**config.mk**
```make
export PLATFORM = sky130hd
export DESIGN_NAME = csb_top
export DESIGN_NICKNAME = d
export VERILOG_FILES = /design/src/rtl/csb_pkg.sv /design/src/rtl/csb_tick_if.sv /design/src/rtl/csb_debounce.sv /design/src/rtl/csb_timebase.sv /design/src/rtl/csb_top.sv
export VERILOG_INCLUDE_DIRS = /design/src /design/src/rtl
export SDC_FILE = /design/constraint.sdc
export NUM_CORES = 1
export LEC_CHECK = 0
export BUFFER_PORTS_ARGS = -buffer_cell sky130_fd_sc_hd__clkbuf_2
export CAP_MARGIN = 20
export CORE_UTILIZATION = 56
export DETAILED_ROUTE_END_ITERATION = 10
export MAX_ROUTING_LAYER = met4
export PLACE_DENSITY = 0.73
export REMOVE_ABC_BUFFERS = 1
export SETUP_SLACK_MARGIN = 0.2
export SLEW_MARGIN = 10
export SYNTH_ARGS = -nofsm -noshare
export SYNTH_HDL_FRONTEND = slang
export SYNTH_SLANG_ARGS = --single-unit
```
**constraint.sdc**
```tcl
create_clock -name sys_clk -period 4.2 [get_ports sys_clk]
set_input_delay 0.42 -clock sys_clk [delete_from_list [all_inputs] [get_ports sys_clk]]
set_output_delay 0.42 -clock sys_clk [all_outputs]
set_load 0.05 [all_outputs]
```
**src/rtl/csb_cfg.svh**
```systemverilog
// Timing counts, field values and decode constants for the front-panel supervisor.
// Assumes a 40 MHz system clock and a 1 ms timebase tick.
`ifndef CSB_CFG_SVH
`define CSB_CFG_SVH
`define CSB_CLK_NS          25
`define CSB_TICK_NS         1000000
`define CSB_FRAME_MS        12'h03E8
`define CSB_START_MS        12'h03E8
`define CSB_HALF_1HZ_MS     12'h01F4
`define CSB_HALF_2HZ_MS     12'h00FA
`define CSB_HALF_4HZ_MS     12'h007D
`define CSB_SHORT_PRESS_MS  12'h01F4
`define CSB_LONG_PRESS_MS   12'h0BB8
`define CSB_PHASE_MS        12'h0BB8
`define CSB_COUNT_MAX       12'h0FFF
`define CSB_WD_LIMIT_MS     8'hC8
`define CSB_WD_IDLE         8'hFF
`define CSB_WD_ADDR         8'hFF
`define CSB_DEBOUNCE_MS     5'h14
`define CSB_PH_NONE         3'h0
`define CSB_PH_GREEN        3'h1
`define CSB_PH_RED_FAST     3'h2
`define CSB_PH_RED_SLOW     3'h3
`define CSB_PH_RED_GREEN    3'h4
`define CSB_PH_LAST         3'h5
`endif

```
**src/rtl/csb_pkg.sv**
```systemverilog
// Types shared by the front-panel supervisor modules.
// Assumes csb_cfg.svh supplies the numeric constants.
package csb_pkg;
  typedef enum logic [7:0] {
    CSB_ST_RESET = 8'h01,
    CSB_ST_START = 8'h02,
    CSB_ST_PUSEQ = 8'h04,
    CSB_ST_BOOT  = 8'h08,
    CSB_ST_RUN   = 8'h10,
    CSB_ST_RCOND = 8'h20,
    CSB_ST_STOP  = 8'h40,
    CSB_ST_HALT  = 8'h80
  } csb_state_e;

  typedef struct packed {
    logic [15:0] cyc;
    logic [11:0] ms;
    logic        tick;
    logic        b1;
    logic        b2;
    logic        b4;
  } csb_tb_s;

  typedef struct packed {
    logic       s1;
    logic       s2;
    logic       s3;
    logic       stable_n;
    logic [4:0] cnt;
  } csb_db_s;

  typedef struct packed {
    csb_state_e  st;
    logic [11:0] start_cnt;
    logic [2:0]  phase;
    logic [11:0] phase_cnt;
    logic [11:0] press_cnt;
    logic        btn_prev;
    logic [7:0]  wd_cnt;
    logic        wd_last;
    logic        wd_close;
    logic        led_g;
    logic        led_r;
    logic        led_y;
    logic        clr_media;
    logic        clr_settings;
    logic        clr_backup;
    logic        clk_preset;
    logic        reload;
  } csb_top_s;
endpackage

```
**src/rtl/csb_tick_if.sv**
```systemverilog
// Timebase tick and blink phases passed from the timebase to its users.
// Assumes a single clock domain.
`timescale 1ns/100ps
interface csb_tick_if;
  logic ms_tick;
  logic blink_1hz;
  logic blink_2hz;
  logic blink_4hz;
  modport src (output ms_tick, output blink_1hz, output blink_2hz, output blink_4hz);
  modport snk (input ms_tick, input blink_1hz, input blink_2hz, input blink_4hz);
endinterface

```
**src/rtl/csb_debounce.sv**
```systemverilog
// Synchroniser and debouncer for the active-low run/stop button pin.
// Assumes the pin is asynchronous and bounces for under the debounce time.
`timescale 1ns/100ps
`include "csb_cfg.svh"
module csb_debounce
  import csb_pkg::*;
(
  input  logic    sys_clk,
  input  logic    rst_n,
  input  logic    button_n,
  csb_tick_if.snk tk,
  output logic    pressed
);
  csb_db_s q;
  csb_db_s d;

  always_comb begin
    d    = q;
    d.s1 = button_n;
    d.s2 = q.s1;
    d.s3 = q.s2;
    if (q.s2 == q.s3 && q.s3 != q.stable_n) begin
      if (tk.ms_tick) begin
        d.cnt = 5'(q.cnt + 5'h01);
      end
      if (q.cnt >= `CSB_DEBOUNCE_MS) begin
        d.stable_n = q.s3;
        d.cnt      = 5'h00;
      end
    end else begin
      d.cnt = 5'h00;
    end
  end

  always_ff @(posedge sys_clk or negedge rst_n) begin
    if (!rst_n) begin
      q <= '{s1: 1'b1, s2: 1'b1, s3: 1'b1, stable_n: 1'b1, cnt: 5'h00};
    end else begin
      q <= d;
    end
  end

  assign pressed = ~q.stable_n;
endmodule

```
**src/rtl/csb_timebase.sv**
```systemverilog
// Common 1 ms timebase with 1, 2 and 4 Hz blink phases.
// Assumes sys_clk at the rate given by the tick period.
`timescale 1ns/100ps
`include "csb_cfg.svh"
module csb_timebase
  import csb_pkg::*;
#(
  parameter int unsigned TICK_CYCLES = `CSB_TICK_NS / `CSB_CLK_NS
) (
  input  logic sys_clk,
  input  logic rst_n,
  csb_tick_if.src tk
);
  csb_tb_s q;
  csb_tb_s d;

  always_comb begin
    d      = q;
    d.tick = 1'b0;
    if (q.cyc == 16'(TICK_CYCLES - 1)) begin
      d.cyc  = 16'h0000;
      d.tick = 1'b1;
      d.ms   = (q.ms == `CSB_FRAME_MS - 12'h0001) ? 12'h0000 : 12'(q.ms + 12'h0001);
    end else begin
      d.cyc = 16'(q.cyc + 16'h0001);
    end
    d.b1 = q.ms < `CSB_HALF_1HZ_MS;
    d.b2 = (q.ms < `CSB_HALF_2HZ_MS) || (q.ms >= `CSB_HALF_1HZ_MS && q.ms < 12'(3 * `CSB_HALF_2HZ_MS));
    d.b4 = (q.ms % `CSB_HALF_2HZ_MS) < `CSB_HALF_4HZ_MS;
  end

  always_ff @(posedge sys_clk or negedge rst_n) begin
    if (!rst_n) begin
      q <= '0;
    end else begin
      q <= d;
    end
  end

  assign tk.ms_tick   = q.tick;
  assign tk.blink_1hz = q.b1;
  assign tk.blink_2hz = q.b2;
  assign tk.blink_4hz = q.b4;
endmodule

```
**src/rtl/csb_top.sv**
```systemverilog
// Front-panel supervisor: status indicators, run/stop button and watchdog relay.
// Assumes status inputs come from logic on sys_clk; only the button is a raw pin.
// Operation
// RULE1 - Three indicators show state: off, on, blink
// RULE2 - About one second self-diagnosis after restart
// RULE3 - Battery fault flashes error indicator, 500 ms
// RULE4 - Stop on programming unit or debugger
// RULE5 - Halt on stop, fault, or no program
// RULE6 - Hold reset while supply low, firmware down
// RULE7 - Conditional run blinks green; error variants
// RULE8 - Release at green 1 Hz: boot
// RULE9 - Release at red 4 Hz: clear, keep backup
// RULE10 - Release at red 2 Hz: stay stopped
// RULE11 - Release at red/green: clear everything
// RULE12 - Press half to three seconds toggles run
// RULE13 - Press over three seconds reloads program
// RULE14 - Relay closes on output 255 toggling fast
// RULE15 - Relay opens after 200 ms without toggle
// RULE16 - Program inverts helper flag to output 255
// RULE17 - Address 255 decoded outside I/O range
// RULE18 - Button synchronised and debounced first
// RULE19 - All timing from common timebase counter
`timescale 1ns/100ps
`include "csb_cfg.svh"
module csb_top
  import csb_pkg::*;
#(
  parameter int unsigned TICK_CYCLES = `CSB_TICK_NS / `CSB_CLK_NS
) (
  input  logic       sys_clk,
  input  logic       rst_n,
  input  logic       button_n,
  input  logic       supply_low,
  input  logic       fw_started,
  input  logic       restart_req,
  input  logic       programming_unit_mode,
  input  logic       pgu_stop_cmd,
  input  logic       pgu_run_cmd,
  input  logic       debugger_run_until_condition,
  input  logic       run_until_met,
  input  logic       stop_instr,
  input  logic       serious_error,
  input  logic       hw_fault,
  input  logic       program_loaded,
  input  logic       error_present,
  input  logic       battery_fault,
  input  logic       io_wr,
  input  logic [7:0] io_addr,
  input  logic       io_wdata,
  output logic       led_green,
  output logic       led_red,
  output logic       led_yellow,
  output logic       wd_relay_close,
  output logic [7:0] cpu_state,
  output logic       clear_media_req,
  output logic       clear_settings_req,
  output logic       clear_backup_req,
  output logic       clock_preset_req,
  output logic       reload_program_req
);

  csb_tick_if tk ();

  logic       btn_pressed;
  csb_top_s   q;
  csb_top_s   d;

  // RULE19 shared timebase
  csb_timebase #(
    .TICK_CYCLES (TICK_CYCLES)
  ) u_timebase (
    .sys_clk (sys_clk),
    .rst_n   (rst_n),
    .tk      (tk.src)
  );

  // RULE18 clean button level
  csb_debounce u_debounce (
    .sys_clk  (sys_clk),
    .rst_n    (rst_n),
    .button_n (button_n),
    .tk       (tk.snk),
    .pressed  (btn_pressed)
  );

  logic       hold_reset;
  logic       halt_cause;
  logic       btn_release;
  logic       short_press;
  logic       long_press;
  logic       wd_hit;
  csb_state_e start_target;

  always_comb begin
    d              = q;
    d.clr_media    = 1'b0;
    d.clr_settings = 1'b0;
    d.clr_backup   = 1'b0;
    d.clk_preset   = 1'b0;
    d.reload       = 1'b0;

    // RULE6 reset causes
    hold_reset = supply_low || !fw_started;
    // RULE5 halt causes
    halt_cause = stop_instr || serious_error || hw_fault || !program_loaded;

    // RULE5 where a normal start lands
    if (!program_loaded) begin
      start_target = CSB_ST_HALT;
    end else if (programming_unit_mode) begin
      // RULE4 unit attached at power-on
      start_target = CSB_ST_STOP;
    end else if (debugger_run_until_condition && !run_until_met) begin
      start_target = CSB_ST_RCOND;
    end else begin
      start_target = CSB_ST_RUN;
    end

    // Press length in ms, saturating
    btn_release = q.btn_prev && !btn_pressed;
    d.btn_prev  = btn_pressed;
    if (!btn_pressed) begin
      d.press_cnt = 12'h0000;
    end else if (tk.ms_tick && q.press_cnt != `CSB_COUNT_MAX) begin
      d.press_cnt = 12'(q.press_cnt + 12'h0001);
    end
    short_press = btn_release && q.press_cnt > `CSB_SHORT_PRESS_MS && q.press_cnt < `CSB_LONG_PRESS_MS;
    long_press  = btn_release && q.press_cnt > `CSB_LONG_PRESS_MS;

    // RULE17 exact match on 255, independent of I/O range
    wd_hit = io_wr && io_addr == `CSB_WD_ADDR;
    if (wd_hit && io_wdata != q.wd_last) begin
      d.wd_last = io_wdata;
      d.wd_cnt  = 8'h00;
      // RULE14 close on fast toggle
      if (q.wd_cnt < `CSB_WD_LIMIT_MS) begin
        d.wd_close = 1'b1;
      end
    end else if (tk.ms_tick && q.wd_cnt != `CSB_WD_IDLE) begin
      d.wd_cnt = 8'(q.wd_cnt + 8'h01);
      // RULE15 open once 200 ms exceeded
      if (q.wd_cnt >= `CSB_WD_LIMIT_MS) begin
        d.wd_close = 1'b0;
      end
    end

    // Operating state sequence
    case (q.st)
      CSB_ST_RESET: begin
        if (!hold_reset) begin
          d.st        = CSB_ST_START;
          d.start_cnt = 12'h0000;
        end
      end

      CSB_ST_START: begin
        // RULE2 timed self-diagnosis
        if (tk.ms_tick) begin
          d.start_cnt = 12'(q.start_cnt + 12'h0001);
        end
        if (q.start_cnt >= `CSB_START_MS) begin
          if (btn_pressed) begin
            d.st        = CSB_ST_PUSEQ;
            d.phase     = `CSB_PH_NONE;
            d.phase_cnt = 12'h0000;
          end else begin
            d.st = start_target;
          end
        end
      end

      CSB_ST_PUSEQ: begin
        if (tk.ms_tick) begin
          d.phase_cnt = 12'(q.phase_cnt + 12'h0001);
        end
        if (q.phase_cnt >= `CSB_PHASE_MS && q.phase != `CSB_PH_LAST) begin
          d.phase     = 3'(q.phase + 3'h1);
          d.phase_cnt = 12'h0000;
        end
        if (btn_release) begin
          case (q.phase)
            `CSB_PH_GREEN: begin
              // RULE8 wait for firmware download
              d.st = CSB_ST_BOOT;
            end
            `CSB_PH_RED_FAST: begin
              // RULE9 clear, preset clock, keep backup
              d.clr_media    = 1'b1;
              d.clr_settings = 1'b1;
              d.clk_preset   = 1'b1;
              d.st           = CSB_ST_HALT;
            end
            `CSB_PH_RED_SLOW: begin
              // RULE10 no program start
              d.st = CSB_ST_STOP;
            end
            `CSB_PH_RED_GREEN: begin
              // RULE11 clear incl. backup, no card copy
              d.clr_media    = 1'b1;
              d.clr_settings = 1'b1;
              d.clr_backup   = 1'b1;
              d.st           = CSB_ST_HALT;
            end
            default: begin
              d.st = start_target;
            end
          endcase
        end
      end

      CSB_ST_BOOT: begin
        d.st = CSB_ST_BOOT;
      end

      CSB_ST_RUN: begin
        if (halt_cause) begin
          d.st = CSB_ST_HALT;
        end else if (pgu_stop_cmd || short_press) begin
          // RULE4 stop by programming unit
          // RULE12 toggle to stop
          d.st = CSB_ST_STOP;
        end else if (debugger_run_until_condition && !run_until_met) begin
          // RULE7 enter conditional run
          d.st = CSB_ST_RCOND;
        end
      end

      CSB_ST_RCOND: begin
        if (halt_cause) begin
          d.st = CSB_ST_HALT;
        end else if (run_until_met || pgu_stop_cmd || short_press) begin
          // RULE4 debugger condition fulfilled
          d.st = CSB_ST_STOP;
        end else if (!debugger_run_until_condition) begin
          d.st = CSB_ST_RUN;
        end
      end

      CSB_ST_STOP: begin
        if (hw_fault || serious_error) begin
          d.st = CSB_ST_HALT;
        end else if (program_loaded && (pgu_run_cmd || short_press)) begin
          // RULE12 toggle to run
          d.st = CSB_ST_RUN;
        end
      end

      CSB_ST_HALT: begin
        if (program_loaded && pgu_run_cmd && !halt_cause) begin
          d.st = CSB_ST_RUN;
        end
      end

      default: begin
        d.st = CSB_ST_RESET;
      end
    endcase

    // RULE13 reload after long press
    if (long_press && (q.st == CSB_ST_RUN || q.st == CSB_ST_RCOND || q.st == CSB_ST_STOP)) begin
      d.reload    = 1'b1;
      d.st        = CSB_ST_START;
      d.start_cnt = 12'h0000;
    end

    // RULE2 restart re-enters diagnosis
    if (restart_req && q.st != CSB_ST_RESET) begin
      d.st        = CSB_ST_START;
      d.start_cnt = 12'h0000;
    end

    // RULE6 reset overrides every state change
    if (hold_reset) begin
      d.st = CSB_ST_RESET;
    end

    // RULE1 indicator patterns per state
    case (q.st)
      CSB_ST_START: begin
        d.led_g = tk.blink_4hz;
        d.led_r = tk.blink_4hz;
      end
      CSB_ST_PUSEQ: begin
        case (q.phase)
          `CSB_PH_GREEN: begin
            d.led_g = tk.blink_1hz;
            d.led_r = 1'b0;
          end
          `CSB_PH_RED_FAST: begin
            d.led_g = 1'b0;
            d.led_r = tk.blink_4hz;
          end
          `CSB_PH_RED_SLOW: begin
            d.led_g = 1'b0;
            d.led_r = tk.blink_2hz;
          end
          `CSB_PH_RED_GREEN: begin
            d.led_g = ~tk.blink_2hz;
            d.led_r = tk.blink_2hz;
          end
          default: begin
            d.led_g = 1'b1;
            d.led_r = 1'b1;
          end
        endcase
      end
      CSB_ST_BOOT: begin
        d.led_g = tk.blink_1hz;
        d.led_r = tk.blink_1hz;
      end
      CSB_ST_RUN: begin
        d.led_g = 1'b1;
        d.led_r = 1'b0;
      end
      CSB_ST_RCOND: begin
        // RULE7 green blinks while waiting
        d.led_g = tk.blink_1hz;
        d.led_r = 1'b0;
      end
      CSB_ST_STOP: begin
        d.led_g = 1'b0;
        d.led_r = 1'b1;
      end
      CSB_ST_HALT: begin
        d.led_g = 1'b0;
        d.led_r = tk.blink_2hz;
      end
      default: begin
        d.led_g = 1'b0;
        d.led_r = 1'b0;
      end
    endcase

    if (q.st == CSB_ST_RESET) begin
      d.led_y = 1'b0;
    end else if (q.st == CSB_ST_START) begin
      d.led_y = tk.blink_4hz;
    end else if (battery_fault) begin
      // RULE3 500 ms flash
      d.led_y = tk.blink_1hz;
    end else begin
      // RULE7 error variant of each state after start
      d.led_y = error_present;
    end
  end

  always_ff @(posedge sys_clk or negedge rst_n) begin
    if (!rst_n) begin
      q           <= '0;
      q.st        <= CSB_ST_RESET;
      q.wd_cnt    <= `CSB_WD_IDLE;
    end else begin
      q <= d;
    end
  end

  assign led_green          = q.led_g;
  assign led_red            = q.led_r;
  assign led_yellow         = q.led_y;
  assign wd_relay_close     = q.wd_close;
  assign cpu_state          = q.st;
  assign clear_media_req    = q.clr_media;
  assign clear_settings_req = q.clr_settings;
  assign clear_backup_req   = q.clr_backup;
  assign clock_preset_req   = q.clk_preset;
  assign reload_program_req = q.reload;

endmodule

```
Yosys cells after proc, flatten, opt, wreduce, memory -nomap -nowiden:

Index checks and enable logic that the tools add are counted.

* logic and storage cells: 186
* bits in writable memories: 0
* flip-flop bits (word level): 107
* input bits: 27
* latch bits: 0
* memories: 0
* output and inout bits: 17
* memory bits (read-only): 0

* $add $sub $neg: 8
* reductions and logical operators: 45
* divide/modulo/power cells: 1
* multiplexer cells: 53
* magnitude comparators: 13
* $mul: 0
* bitwise logic cells: 2
* shift-type cells: 0
* eq/ne operators: 36

Operators with widths (number)
* 8-bit two-way mux: 16
* 8-bit case mux with 8 select lines: 1
* 12-bit two-way mux: 5
* 20-bit two-way mux: 3
* 12-bit by 1-bit adder with 12-bit output (second input constant): 4
* 15-bit two-way mux: 3
* 15-bit case mux with 2 select lines: 1
* 12-bit case mux with 2 select lines: 1
* 8-bit case mux with 3 select lines: 1
* 1-bit logical AND: 17
* 16-bit by 1-bit adder with 16-bit output (second input constant): 1
* 16-bit == test (second input constant): 1
* 8-bit == test (second input constant): 2
* 16-bit two-way mux: 1
* 5-bit two-way mux: 3
* 5-bit inequality test (second input constant): 3
* 7-bit by 5-bit inequality test with 1-bit output (second input constant): 2
* 2-bit case mux with 7 select lines: 1
* 12-bit by 10-bit == test with 1-bit output (second input constant): 1
* 12-bit by 10-bit greater-or-equal comparator with 1-bit output (second input constant): 1
* 12-bit greater-or-equal comparator (second input constant): 1
* 12-bit by 9-bit greater-or-equal comparator with 1-bit output (second input constant): 1
* 12-bit > comparator (second input constant): 1
* 12-bit by 9-bit > comparator with 1-bit output (second input constant): 1
* other kinds (50): 86

Depth between registers and ports, before layout:

Gate-level depths: netlist of run 1.

* depth in word-level cells: 11
* mapped depth: 18
* depth with buffers taken out: 15

Cells and area by module:

From an unflattened synthesis of run 1, not the netlist that was laid out.

* cell total of the unflattened synthesis: 783
* area total of the unflattened synthesis: 7166.9 um^2

By module, submodules not included
* csb_top: cells each 439, area an instance 4021.4 um^2, instances 1, sequential area each 1637.8 um^2
* csb_timebase: cells each 307, area an instance 2710.1 um^2, instances 1, sequential area each 800.8 um^2
* csb_debounce: cells each 37, area an instance 435.4 um^2, instances 1, sequential area each 230.2 um^2

Worst setup path after synthesis of run 1:

Ideal clock, no wire load.

* path type: register to register
* start: register u_timebase.q[10] in the netlist's numbering
* end: register u_timebase.q (netlist bit u_timebase.tk.blink_4hz)
* stages on the path, launching flop included: 18
* data required time: 4.101 ns
* buffers on the path: 2
* data arrival time: 4.001 ns
* library setup time: 0.099 ns
* clock period less this slack: 4.100 ns
* path slack: 0.100 ns
* cells stage by stage: dfrtp_1 -> buf_2 -> buf_1 -> inv_1 -> ha_1 -> a21o_1 -> a31oi_1 -> o21a_1 -> mux2i_2 -> o2111ai_2 -> and3b_1 -> a31o_2 -> a211oi_2 -> nand4_1 -> o31ai_1 -> a31oi_1 -> xnor2_1 -> a311oi_1

RTL lines
* start, declared: RTL line csb_timebase.sv:14 `csb_tb_s q;`
* start signal, assigned: RTL line csb_timebase.sv:34 `q <= '0;`
* start signal, assigned: RTL line csb_timebase.sv:36 `q <= d;`

==> summary.md, run 1 <==
| Metric | Value |
|---|---|
| Least-Margin Pin Slew | ~0.95 ns |
| Die Ht | 114 µm |
| Vias per cell | about 6.0 |
| Crit-path leading delay family | compound AO/OA/AOI/OAI gates |
| # H-tree levels | 3 |
| CTS tree | done |
| Final hold vios | 0 |
| Leakage | 3.34 nW |
| Min Tclk post-route | roughly 3.9 ns |
| DPL Wire Length | approximately 11 mm |
| Fillers | 962 |
| RSZ-0062 raised after global routing | false |
| Total Neg Setup Slack | 0 ns |
| Buf/Inv on CP | 1 |
| Worst hold path cell count | 1 |
| NetSw | roughly 0.44 mW |
| RR Endpoint | u_timebase.tk.blink_4hz$_DFF_PN0_ |
| Initial antenna violation count | 0 |
| Clock sinks | 106 |
| Largest net degree at the start of global routing | 80 |
| CTS max path bufs | 2 |
| Fin. max-slew vios | 0 |
| Sw Ratio | a little over a fifth |
| Mean Syn Cell Area | 8.75 µm² |
| Area contributors post-synth | dfrtp_1, nor2_1, dfstp_2, xor2_1, ha_1 |
| Post-synth EDFFs | 0 |
| GRT overflow | 0 |
| Non-Filler Instances | about 1,000 |
| Flops & latches, synth | roughly 110 |
| Post-Synth Simple-Gate Area | 24.6% |
| Total CTS buffers | 9 |
| DR DRC count | 0 |
| R2r worst-path depth | 14 |
| Post-synth top area share | between 30% and 40% |
| Post-CTS Hold Buffers | 0 |
| Max frequency | about 260 MHz |
| Hold Path End | u_debounce.d[7]$_DFF_PN1_ |
| I/O pins | 44 |
| Total power | about 2.1 mW |
| Fraction of synthesized cell area in xor and xnor cells | under 10% |
| Tcrit/Tclk final | 91.8% |
| Post-synthesis mux area share | around 2.4% |
| First-pass GRT wire length | between 20 and 30 mm |
| Slowest-stage cell, CP | dfrtp_2 |
| Most frequent cell after synthesis | nor2_1 |
| Hold_sp | button_n |
| Initial core utilization | between 50% and 60% |
| CP required | 4.45 ns |
| Max incr delay on CP | roughly 0.47 ns |
| Vias in the first global route | 5,712 |
| Row count | 40 |
| Synth area leader | dfrtp_1 |
| CP endpoint kind | flop |
| Setup Viol. Count Final | 0 |
| ANT nets after route | 0 |
| RR Startpoint | u_timebase.q[9]$_DFFE_PN0P_ |
| Clock Latency Late Sink | roughly 0.36 ns |
| Worst Path Max Fanout | 11 |
| WP data arrival | ~4.1 ns |
| CP Cell Sequence | buf_12 > and2_4 > o2111a_2 > or2_4 > a31o_4 > o2111ai_4 > and3b_2 > nand3_1 > o21a_4 > maj3_2 > mux2_4 > and4_1 > nor3b_1 > a311oi_1 |
| Pint | ~1.7 mW |
| Hold Crit Class | primary input to flop |
| Netlist cell types | 88 |
| Detailed Route Iter0 Violations | approximately 560 |
| Prevailing post-synth register cell | dfrtp_1 |
| Synth Area in Compound Gates | around 18% |
| Syn. warnings | 0 |
| Seq. cell area | about 2700 µm² |
| DP Cell Count | 988 |
| Post-synth top cells | nor2_1, dfrtp_1, nand2_1 |
| Critical path launch point type | flop |
| Synth Cell Area | around 7000 µm² |
| Die width | between 100 and 150 µm |
| DR pass1 iterations | 5 |
| CORE AREA | around 12,000 µm² |
| P&R area growth vs syn | 15.3% |
| Ys async rst share | 100% |
| Logic pwr share | under 10% |
| Routability cong. | between 0.9 and 1 |
| Port bufs | 43 |
| Max VDD drop | 0.000289 V |
| Ratio of cells with drive above 1 in the final layout | between 10% and 20% |
| Reg2Reg Setup Slack | roughly 0.34 ns |
| Critical path class | flop to flop |
| Max-capacitance violation count | 0 |
| Register share of total power | between 40% and 50% |
| Power Density | ~260 nW/µm² |
| CTS clk-pin slew, worst paths | 0.07 ns |
| All-layer global routing usage | between 20% and 30% |
| Status | completed |
| Largest family of logic cells by synthesized area | simple AND/OR/NAND/NOR gates |
| Routed WL | 15.8 mm |
| Fin Clk Skew | between 0.008 and 0.009 ns |
| Clock Power Share | roughly 46% |
| Die area | between 10,000 and 15,000 µm² |
| Sequential fraction of the synthesis area | between 30% and 40% |
| Root buffer cell | clkbuf_16 |
| Cells after Synth | 796 |
| # nets final | 898 |
| Number of diodes | 0 |
| Post-Synth Adder-Cell Area | roughly 3.9% |
| Average wire per standard cell | roughly 15 µm |
| Relative slew slack | between 30% and 40% |
| Multi-input gate area | roughly 4100 µm² |
| Via count | 6,097 |
## sequential cells by signal (all words and copies together), names as in the netlist, 2 cells and up
name / flops
q: 49
cpu_state: 8
u_debounce.d: 2
u_debounce.q: 7
u_timebase.q: 28
## per-stage QoR
step	hold slack (ns)	area (µm²)	setup WS (ns)	util [%]
final	0.157	8030	0.345	66.6
after global routing	0.140	8030	0.164	66.6
after CTS	0.146	7700	0.253	63.8
after detailed placement	0.361	7330	0.162	60.8
after global placement	0.346	7330	0.337	60.8
after floorplan	0.124	6760	0.0689	-
## repair_timing
action	in CTS	in global routing
resized for setup	4	33
cloned	0	2
endpoints found under the setup margin	1	1
pin swaps	2	20
buffers inserted	1	16
## power groups by stage
stage               logic [mW]  clock network (mW)  registers [mW]
CTS                     0.0936               0.981            1.04
global route             0.104                1.02            1.04
global placement        0.0908                   0            1.06
detailed placement      0.0929                   0            1.06
floorplan               0.0347                   0            1.07
finish                  0.0923               0.955            1.04
## logic make-up (layout without fill, tap and decap cells)
| group | count (synthesis) | in the layout |
|---|---|---|
| flops | 106 | 106 |
| simple gates | 340 | 340 |
| xor+xnor | 61 | 61 |
| fa+ha+maj | 22 | 22 |
| mux | 15 | 15 |
| compound gates | 182 | 183 |
| buf+inv | 70 | 128 |
## cell type report
class	instances	area share (%)
timing repair buffer	80	6.79
clock inverter	6	1.29
multi-input combinational	621	51.6
clock buffer	10	2.98
tap	168	2.62
sequential	106	33.3
inverter	32	1.50
## cell usage in the layout, fill, tap and decap left out, types with 6 or more instances in the layout
cell type,synthesis,final
dfstp_2,13,13
or3_1,16,16
nand3_1,36,36
xnor2_1,30,30
buf_4,11,33
clkbuf_16,0,10
a21oi_1,49,47
o21ai_0,49,47
o211ai_1,6,6
dfrtp_1,93,91
mux2_2,9,9
ha_1,21,20
nor2b_1,11,11
clkbuf_2,0,42
xor2_1,31,31
inv_1,32,32
and2_1,8,7
nand2_1,69,69
nor3_1,29,29
nor2_1,94,94
nand4_1,36,36
a31oi_1,15,11
## worst register-to-register path, delay by kind of cell (launching register included)
family	cells	cell delay, ns
and+or+nand+nor	6	1.17
adders and majority gates	1	0.32
DFF	1	0.47
AOI/OAI and AO/OA	5	1.35
buffers and inverters	1	0.17
muxes	1	0.27
## per-layer routing
metal  up-vias  track usage (%)  wire length, µm
met5         -                -                0
met4         0             7.54              308
met3        36             4.99              676
met2       182             41.4             7560
met1      2898             32.2             7240
li1       2981                -                -
## how the worst max path moves through the flow
stage | cells past startpoint | to | slack, ns | from
floorplan | 14 | u_timebase.tk.blink_4hz$_DFF_PN0_ | 0.07 | u_timebase.q[10]$_DFFE_PN0P_
global placement | 14 | u_timebase.tk.blink_4hz$_DFF_PN0_ | 0.34 | u_timebase.q[10]$_DFFE_PN0P_
detailed placement | 16 | u_timebase.tk.blink_4hz$_DFF_PN0_ | 0.16 | u_timebase.q[10]$_DFFE_PN0P_
CTS | 15 | u_timebase.tk.blink_4hz$_DFF_PN0_ | 0.25 | u_timebase.q[10]$_DFFE_PN0P_
global route | 16 | u_timebase.tk.blink_4hz$_DFF_PN0_ | 0.16 | u_timebase.q[9]$_DFFE_PN0P_
finish | 14 | u_timebase.tk.blink_4hz$_DFF_PN0_ | 0.34 | u_timebase.q[9]$_DFFE_PN0P_
No activity file was read; power rests on OpenSTA's default activity.
==> run 2, diff against run 1 <==
--- a/config.mk
+++ b/config.mk
@@ -8,10 +8,10 @@
 export LEC_CHECK = 0
 export BUFFER_PORTS_ARGS = -buffer_cell sky130_fd_sc_hd__clkbuf_2
 export CAP_MARGIN = 20
-export CORE_UTILIZATION = 56
+export CORE_UTILIZATION = 61
 export DETAILED_ROUTE_END_ITERATION = 10
 export MAX_ROUTING_LAYER = met4
-export PLACE_DENSITY = 0.73
+export PLACE_DENSITY = 0.76
 export REMOVE_ABC_BUFFERS = 1
 export SETUP_SLACK_MARGIN = 0.2
 export SLEW_MARGIN = 10
==> constraint.sdc (replaced) <==
create_clock -name sys_clk -period 4.8 [get_ports sys_clk]
set_input_delay 0.48 -clock sys_clk [delete_from_list [all_inputs] [get_ports sys_clk]]
set_output_delay 0.48 -clock sys_clk [all_outputs]
set_load 0.05 [all_outputs]
==> summary.md, run 2 (synthesis gave the netlist of run 1 again) <==
| Metric | Value |
|---|---|
| Clock sinks | 106 (unchanged) |
| Vias in the first global route | 5,525 (-3.3%) |
| Number of diodes | 0 (unchanged) |
| Least-Margin Pin Slew | 0.964 ns (+0.0189 ns) |
| Fin. max-slew vios | 0 (unchanged) |
| Most flops, register | q |
| DR pass1 iterations | 5 (unchanged) |
| GRT overflow | 0 (unchanged) |
| P&R area growth vs syn | 8.39% |
| Critical path launch point type | flop |
| First-pass GRT wire length | 25.5 mm (-1.8%) |
| Max incr delay on CP | 0.59 ns (+0.12 ns) |
| # Post-CTS Setup Buffers | 0 (-1) |
| Most frequent cells in the layout | nor2_1, dfrtp_1, nand2_1 |
| Die width | 109 µm (-4.1%) |
| Critical path class | flop to flop |
| Hold_sp | button_n |
| # nets final | 869 (-3.2%) |
| Hold Crit Class | primary input to flop |
| Power Density | 236 nW/µm² (-9.4%) |
| Min Tclk post-route | 4.24 ns (+0.388 ns) |
| Detailed Route Iter0 Violations | 488 (-13%) |
| Tcrit/Tclk final | 88.4% (-3.4 points) |
| Row count | 38 (-5.0%) |
| Clock Latency Late Sink | 0.35 ns (about the same) |
| Fin Clk Skew | 0.0136 ns (+0.00553 ns) |
| Total CTS buffers | 9 (unchanged) |
| I/O pins | 44 (unchanged) |
| Initial antenna violation count | 0 (unchanged) |
| Slowest-stage cell, CP | dfrtp_1 |
| Routability cong. | 0.921 (-2.5%) |
| Largest net degree at the start of global routing | 80 (unchanged) |
| Die area | 11,900 µm² (-8.0%) |
| CTS clk-pin slew, worst paths | 0.07 ns (about the same) |
| Hold Path End | u_debounce.d[7]$_DFF_PN1_ |
| Ratio of cells with drive above 1 in the final layout | 14.0% (-5.0 points) |
| Die Ht | 109 µm (-4.1%) |
| Average wire per standard cell | 15.5 µm (+0.40%) |
| Status | completed |
| ANT nets after route | 0 (unchanged) |
| Worst hold path cell count | 1 (unchanged) |
| Setup Viol. Count Final | 0 (unchanged) |
| Max VDD drop | 0.000275 V (-4.9%) |
| Routed WL | 15.0 mm (-5.2%) |
| DPL Wire Length | 10.9 mm (about the same) |
| CORE AREA | 11,000 µm² (-8.9%) |
| Vias per cell | 6.17 (+3.6%) |
| Place WS | 0.354 ns (+0.192 ns) |
| # H-tree levels | 3 (unchanged) |
| Total Neg Setup Slack | 0 ns (unchanged) |
| Post-CTS Resized | 0 (-4) |
| Post-CTS Hold Buffers | 0 (unchanged) |
| Commonest non-fill, non-tap cell in the layout | nor2_1 |
| WP data arrival | 4.49 ns (+0.38 ns) |
| Relative slew slack | 35.7% (-1.3 points) |
| CP required | 5.05 ns (+0.60 ns) |
| Reg2Reg Setup Slack | 0.56 ns (+0.21 ns) |
| Worst Path Max Fanout | 14 (+3) |
| CP endpoint kind | flop |
| CP Cell Sequence | and4_2 > mux2_2 > o211ai_1 > o31ai_4 > and4_1 > o211a_1 > a31o_2 > a211oi_2 > nand4_1 > o31ai_1 > a31oi_1 > xnor2_1 > a311oi_1 |
| RSZ-0062 raised after global routing | false |
| RR Startpoint | u_timebase.q[12]$_DFFE_PN0P_ |
| RR Endpoint | u_timebase.tk.blink_4hz$_DFF_PN0_ |
| Root buffer cell | clkbuf_16 |
| Via count | 5,964 (-2.2%) |
| CTS tree | done |
| Leakage | 3.16 nW (-5.2%) |
| All-layer global routing usage | 27.7% (+2.3 points) |
| Number of flip-flops in the largest register | 49 (unchanged) |
| Port bufs | 43 (unchanged) |
| Max-capacitance violation count | 0 (unchanged) |
| Final worst slack | 0.557 ns (+0.212 ns) |
| R2r worst-path depth | 13 (-1) |
| Final hold vios | 0 (unchanged) |
| DR DRC count | 0 (unchanged) |
| CTS max path bufs | 2 (unchanged) |
| Max frequency | 236 MHz (-9.1%) |
| Initial core utilization | 63.4% (+5.7 points) |
-- run 2: layout make-up --
| class | count | area, µm² |
|---|---|---|
| Inverter | 32 | 120 |
| Timing Repair Buffer | 52 | 285 |
| Clock inverter | 5 | 78.8 |
| Tap cell | 140 | 175 |
| Multi-Input combinational cell | 620 | 3980 |
| Clock buffer | 11 | 243 |
| Fill cell | 913 | 3430 |
| Sequential cell | 106 | 2670 |
-- run 2: power breakdown --
| group | internal (mW) | switching, mW |
|---|---|---|
| sequential | 0.905 | 0.00720 |
| combinational | 0.0224 | 0.0570 |
| clock | 0.471 | 0.319 |
-- run 2: critical path, delay by kind of cell, from the launching register on --
kind,cells,cell delay [ns]
AO/OA/AOI/OAI,8,2.06
AND/OR/NAND/NOR,3,0.97
flip-flops,1,0.59
multiplexers,1,0.37
XOR/XNOR,1,0.15
-- run 2: worst max-delay path by stage --
stage | startpoint | to | slack [ns] | cells past startpoint
after floorplan | u_timebase.q[10]$_DFFE_PN0P_ | u_timebase.tk.blink_4hz$_DFF_PN0_ | 0.67 | 14
after global placement | u_timebase.q[10]$_DFFE_PN0P_ | u_timebase.tk.blink_4hz$_DFF_PN0_ | 0.61 | 15
after detailed placement | u_timebase.q[10]$_DFFE_PN0P_ | u_timebase.tk.blink_4hz$_DFF_PN0_ | 0.35 | 15
after CTS | u_timebase.q[10]$_DFFE_PN0P_ | u_timebase.tk.blink_4hz$_DFF_PN0_ | 0.36 | 15
after global routing | u_timebase.q[12]$_DFFE_PN0P_ | u_timebase.tk.blink_4hz$_DFF_PN0_ | 0.24 | 13
final | u_timebase.q[12]$_DFFE_PN0P_ | u_timebase.tk.blink_4hz$_DFF_PN0_ | 0.56 | 13
-- run 2: through the flow --
stage	area (µm²)	std cells	power, mW	utilization (%)	hold slack [ns]
finish	7550	966	1.78	68.7	0.202
global route	7550	966	1.85	68.7	0.190
CTS	7540	966	1.80	68.6	0.191
detailed placement	7220	950	1.01	65.7	0.351
global placement	7220	950	1.01	65.7	0.346
floorplan	6760	758	0.967	-	0.184
-- run 2: layer usage --
layer | global-route usage (%) | routed length, µm | vias up
li1 | - | - | 2920
met5 | - | 0 | -
met4 | 7.14 | 143 | 0
met3 | 4.90 | 671 | 16
met1 | 36.2 | 7000 | 2871
met2 | 44.7 | 7150 | 157
==> run 3, diff against run 2 <==
==> constraint.sdc (replaced) <==
create_clock -name sys_clk -period 4.1 [get_ports sys_clk]
set_input_delay 0.41 -clock sys_clk [delete_from_list [all_inputs] [get_ports sys_clk]]
set_output_delay 0.41 -clock sys_clk [all_outputs]
set_load 0.05 [all_outputs]
==> summary.md, run 3 (synthesis gave the netlist of run 1 again) <==
| Metric | Value |
|---|---|
| Status | completed |
| Max VDD drop | 0.000269 V (-2.0%) |
| Die width | 109 µm (unchanged) |
| Ratio of cells with drive above 1 in the final layout | 18.8% (+4.8 points) |
| Fin Clk Skew | 0.00459 ns (-0.00899 ns) |
| Number of flip-flops in the largest register | 49 (unchanged) |
| CP endpoint kind | flop |
| Hold_sp | button_n |
| Root buffer cell | clkbuf_16 |
| Hold Path End | u_debounce.d[7]$_DFF_PN1_ |
| Routability cong. | 0.913 (-0.85%) |
| Pint | 1.52 mW (+8.6%) |
| Core Util, Final | 71.5% (+2.7 points) |
| GRT overflow | 0 (unchanged) |
| Port bufs | 43 (unchanged) |
| CTS clk-pin slew, worst paths | 0.07 ns (about the same) |
| DPL Wire Length | 11.0 mm (+0.82%) |
| Detailed Route Iter0 Violations | 629 (+29%) |
| Total CTS buffers | 9 (unchanged) |
| Final hold vios | 0 (unchanged) |
| Initial antenna violation count | 0 (unchanged) |
| All-layer global routing usage | 28.4% (+0.70 points) |
| WP data arrival | 4.08 ns (-0.41 ns) |
| Power Density | 252 nW/µm² (+6.7%) |
| Largest net degree at the start of global routing | 78 (-2.5%) |
| Critical path launch point type | flop |
| # nets final | 892 (+2.6%) |
| CTS tree | done |
| Die Ht | 109 µm (unchanged) |
| RR Startpoint | u_timebase.q[9]$_DFFE_PN0P_ |
| Commonest non-fill, non-tap cell in the layout | nor2_1 |
| First-pass GRT wire length | 26.1 mm (+2.4%) |
| Hold Crit Class | primary input to flop |
| Relative slew slack | 37.2% (+1.5 points) |
| Initial core utilization | 63.4% (unchanged) |
| DR DRC count | 0 (unchanged) |
| Clock sinks | 106 (unchanged) |
| Die area | 11,900 µm² (unchanged) |
| Tcrit/Tclk final | 93.2% (+4.8 points) |
| Via count | 6,086 (+2.0%) |
| Logic pwr share | 4.8% (+0.3 points) |
| RSZ-0062 raised after global routing | false |
| NetSw | 0.457 mW (+19%) |
| Worst Path Max Fanout | 22 (+8) |
| CTS max path bufs | 2 (unchanged) |
| RR Endpoint | u_timebase.tk.blink_4hz$_DFF_PN0_ |
| Min Tclk post-route | 3.82 ns (-0.424 ns) |
| Leakage | 3.26 nW (+3.1%) |
| Row count | 38 (unchanged) |
| Most frequent cells in the layout | nor2_1, dfrtp_1, nand2_1 |
| Routed WL | 15.5 mm (+3.5%) |
| Fin Hold WS | 0.138 ns (-0.0645 ns) |
| CORE AREA | 11,000 µm² (unchanged) |
| ANT nets after route | 0 (unchanged) |
| Setup Viol. Count Final | 0 (unchanged) |
| Clock Power Share | 41.2% (-3.1 points) |
| Number of diodes | 0 (unchanged) |
| DR pass1 iterations | 5 (unchanged) |
| # H-tree levels | 3 (unchanged) |
| Average wire per standard cell | 15.7 µm (+1.1%) |
| Sw Ratio | 23.1% (+1.6 points) |
| P&R area growth vs syn | 12.7% |
| Max frequency | 262 MHz (+11%) |
| CP required | 4.36 ns (-0.69 ns) |
| Critical path class | flop to flop |
| Fin. max-slew vios | 0 (unchanged) |
| Max-capacitance violation count | 0 (unchanged) |
| Reg2Reg Setup Slack | 0.28 ns (-0.28 ns) |
| Clock Latency Late Sink | 0.35 ns (about the same) |
| Register share of total power | 54.1% (+2.9 points) |
| I/O pins | 44 (unchanged) |
| Most flops, register | q |
| Worst hold path cell count | 1 (unchanged) |
| Vias per cell | 6.15 (-0.33%) |
| Vias in the first global route | 5,619 (+1.7%) |
| Least-Margin Pin Slew | 0.942 ns (-0.0221 ns) |
| R2r worst-path depth | 15 (+2) |
run 3: worst max-delay path by stage:
stage                                            start                           endpoint  slack, ns  cells after the start
after global routing       u_timebase.q[9]$_DFFE_PN0P_  u_timebase.tk.blink_4hz$_DFF_PN0_       0.18                     15
after detailed placement  u_timebase.q[10]$_DFFE_PN0P_  u_timebase.tk.blink_4hz$_DFF_PN0_       0.08                     17
after global placement    u_timebase.q[10]$_DFFE_PN0P_  u_timebase.tk.blink_4hz$_DFF_PN0_       0.27                     15
final                      u_timebase.q[9]$_DFFE_PN0P_  u_timebase.tk.blink_4hz$_DFF_PN0_       0.28                     15
after floorplan           u_timebase.q[10]$_DFFE_PN0P_  u_timebase.tk.blink_4hz$_DFF_PN0_      -0.03                     14
after CTS                 u_timebase.q[10]$_DFFE_PN0P_  u_timebase.tk.blink_4hz$_DFF_PN0_       0.20                     15
run 3: cell type report:
type,instances,area (µm²)
inverters,32,120
clock inverters,5,38.8
flip-flops and latches,106,2670
well taps,140,175
fillers,866,3130
clock buffers,11,243
repair buffers,75,474
multi-input cells,620,4130
run 3: stage by stage:
| stage | setup TNS, ns | worst slack, ns | total power [mW] | area [µm²] | cells |
|---|---|---|---|---|---|
| global route | 0 | 0.177 | 2.06 | 7850 | 989 |
| floorplan | -0.0311 | -0.0311 | 1.13 | 6760 | 758 |
| CTS | 0 | 0.201 | 2.00 | 7640 | 981 |
| finish | 0 | 0.280 | 1.98 | 7850 | 989 |
| global placement | 0 | 0.275 | 1.18 | 7320 | 963 |
| detailed placement | 0 | 0.0776 | 1.18 | 7320 | 963 |
run 3: critical path: stages, from the launching register on:
cell       delay (ns)
dfrtp_2          0.44
buf_12           0.17
and2_4           0.17
o2111a_2         0.30
or2_4            0.26
a31o_4           0.29
a31oi_1          0.21
and3b_2          0.26
a31o_2           0.26
a211oi_4         0.24
nand4_1          0.20
buf_4            0.19
a41o_1           0.20
o2bb2ai_1        0.15
o211ai_1         0.11
a311oi_1         0.26
run 3: timing repair:
item,4_1_cts,5_1_grt
buffers inserted,2,8
gates resized for setup,6,32
pin swaps,3,13
setup endpoints to repair,1,1
hold buffers,0,0
run 3: power groups by stage:
stage	registers, mW	logic [mW]	clock network (mW)
finish	1.07	0.0940	0.813
global route	1.07	0.108	0.879
CTS	1.07	0.0959	0.837
detailed placement	1.09	0.0957	0
global placement	1.09	0.0931	0
floorplan	1.10	0.0356	0
run 3: routing by layer:
layer	GRT usage, %	vias to the layer above	routed length (µm)
li1	-	2961	-
met3	5.32	29	881
met1	37.1	2905	6970
met4	8.20	0	245
met5	-	-	0
met2	45.2	191	7380
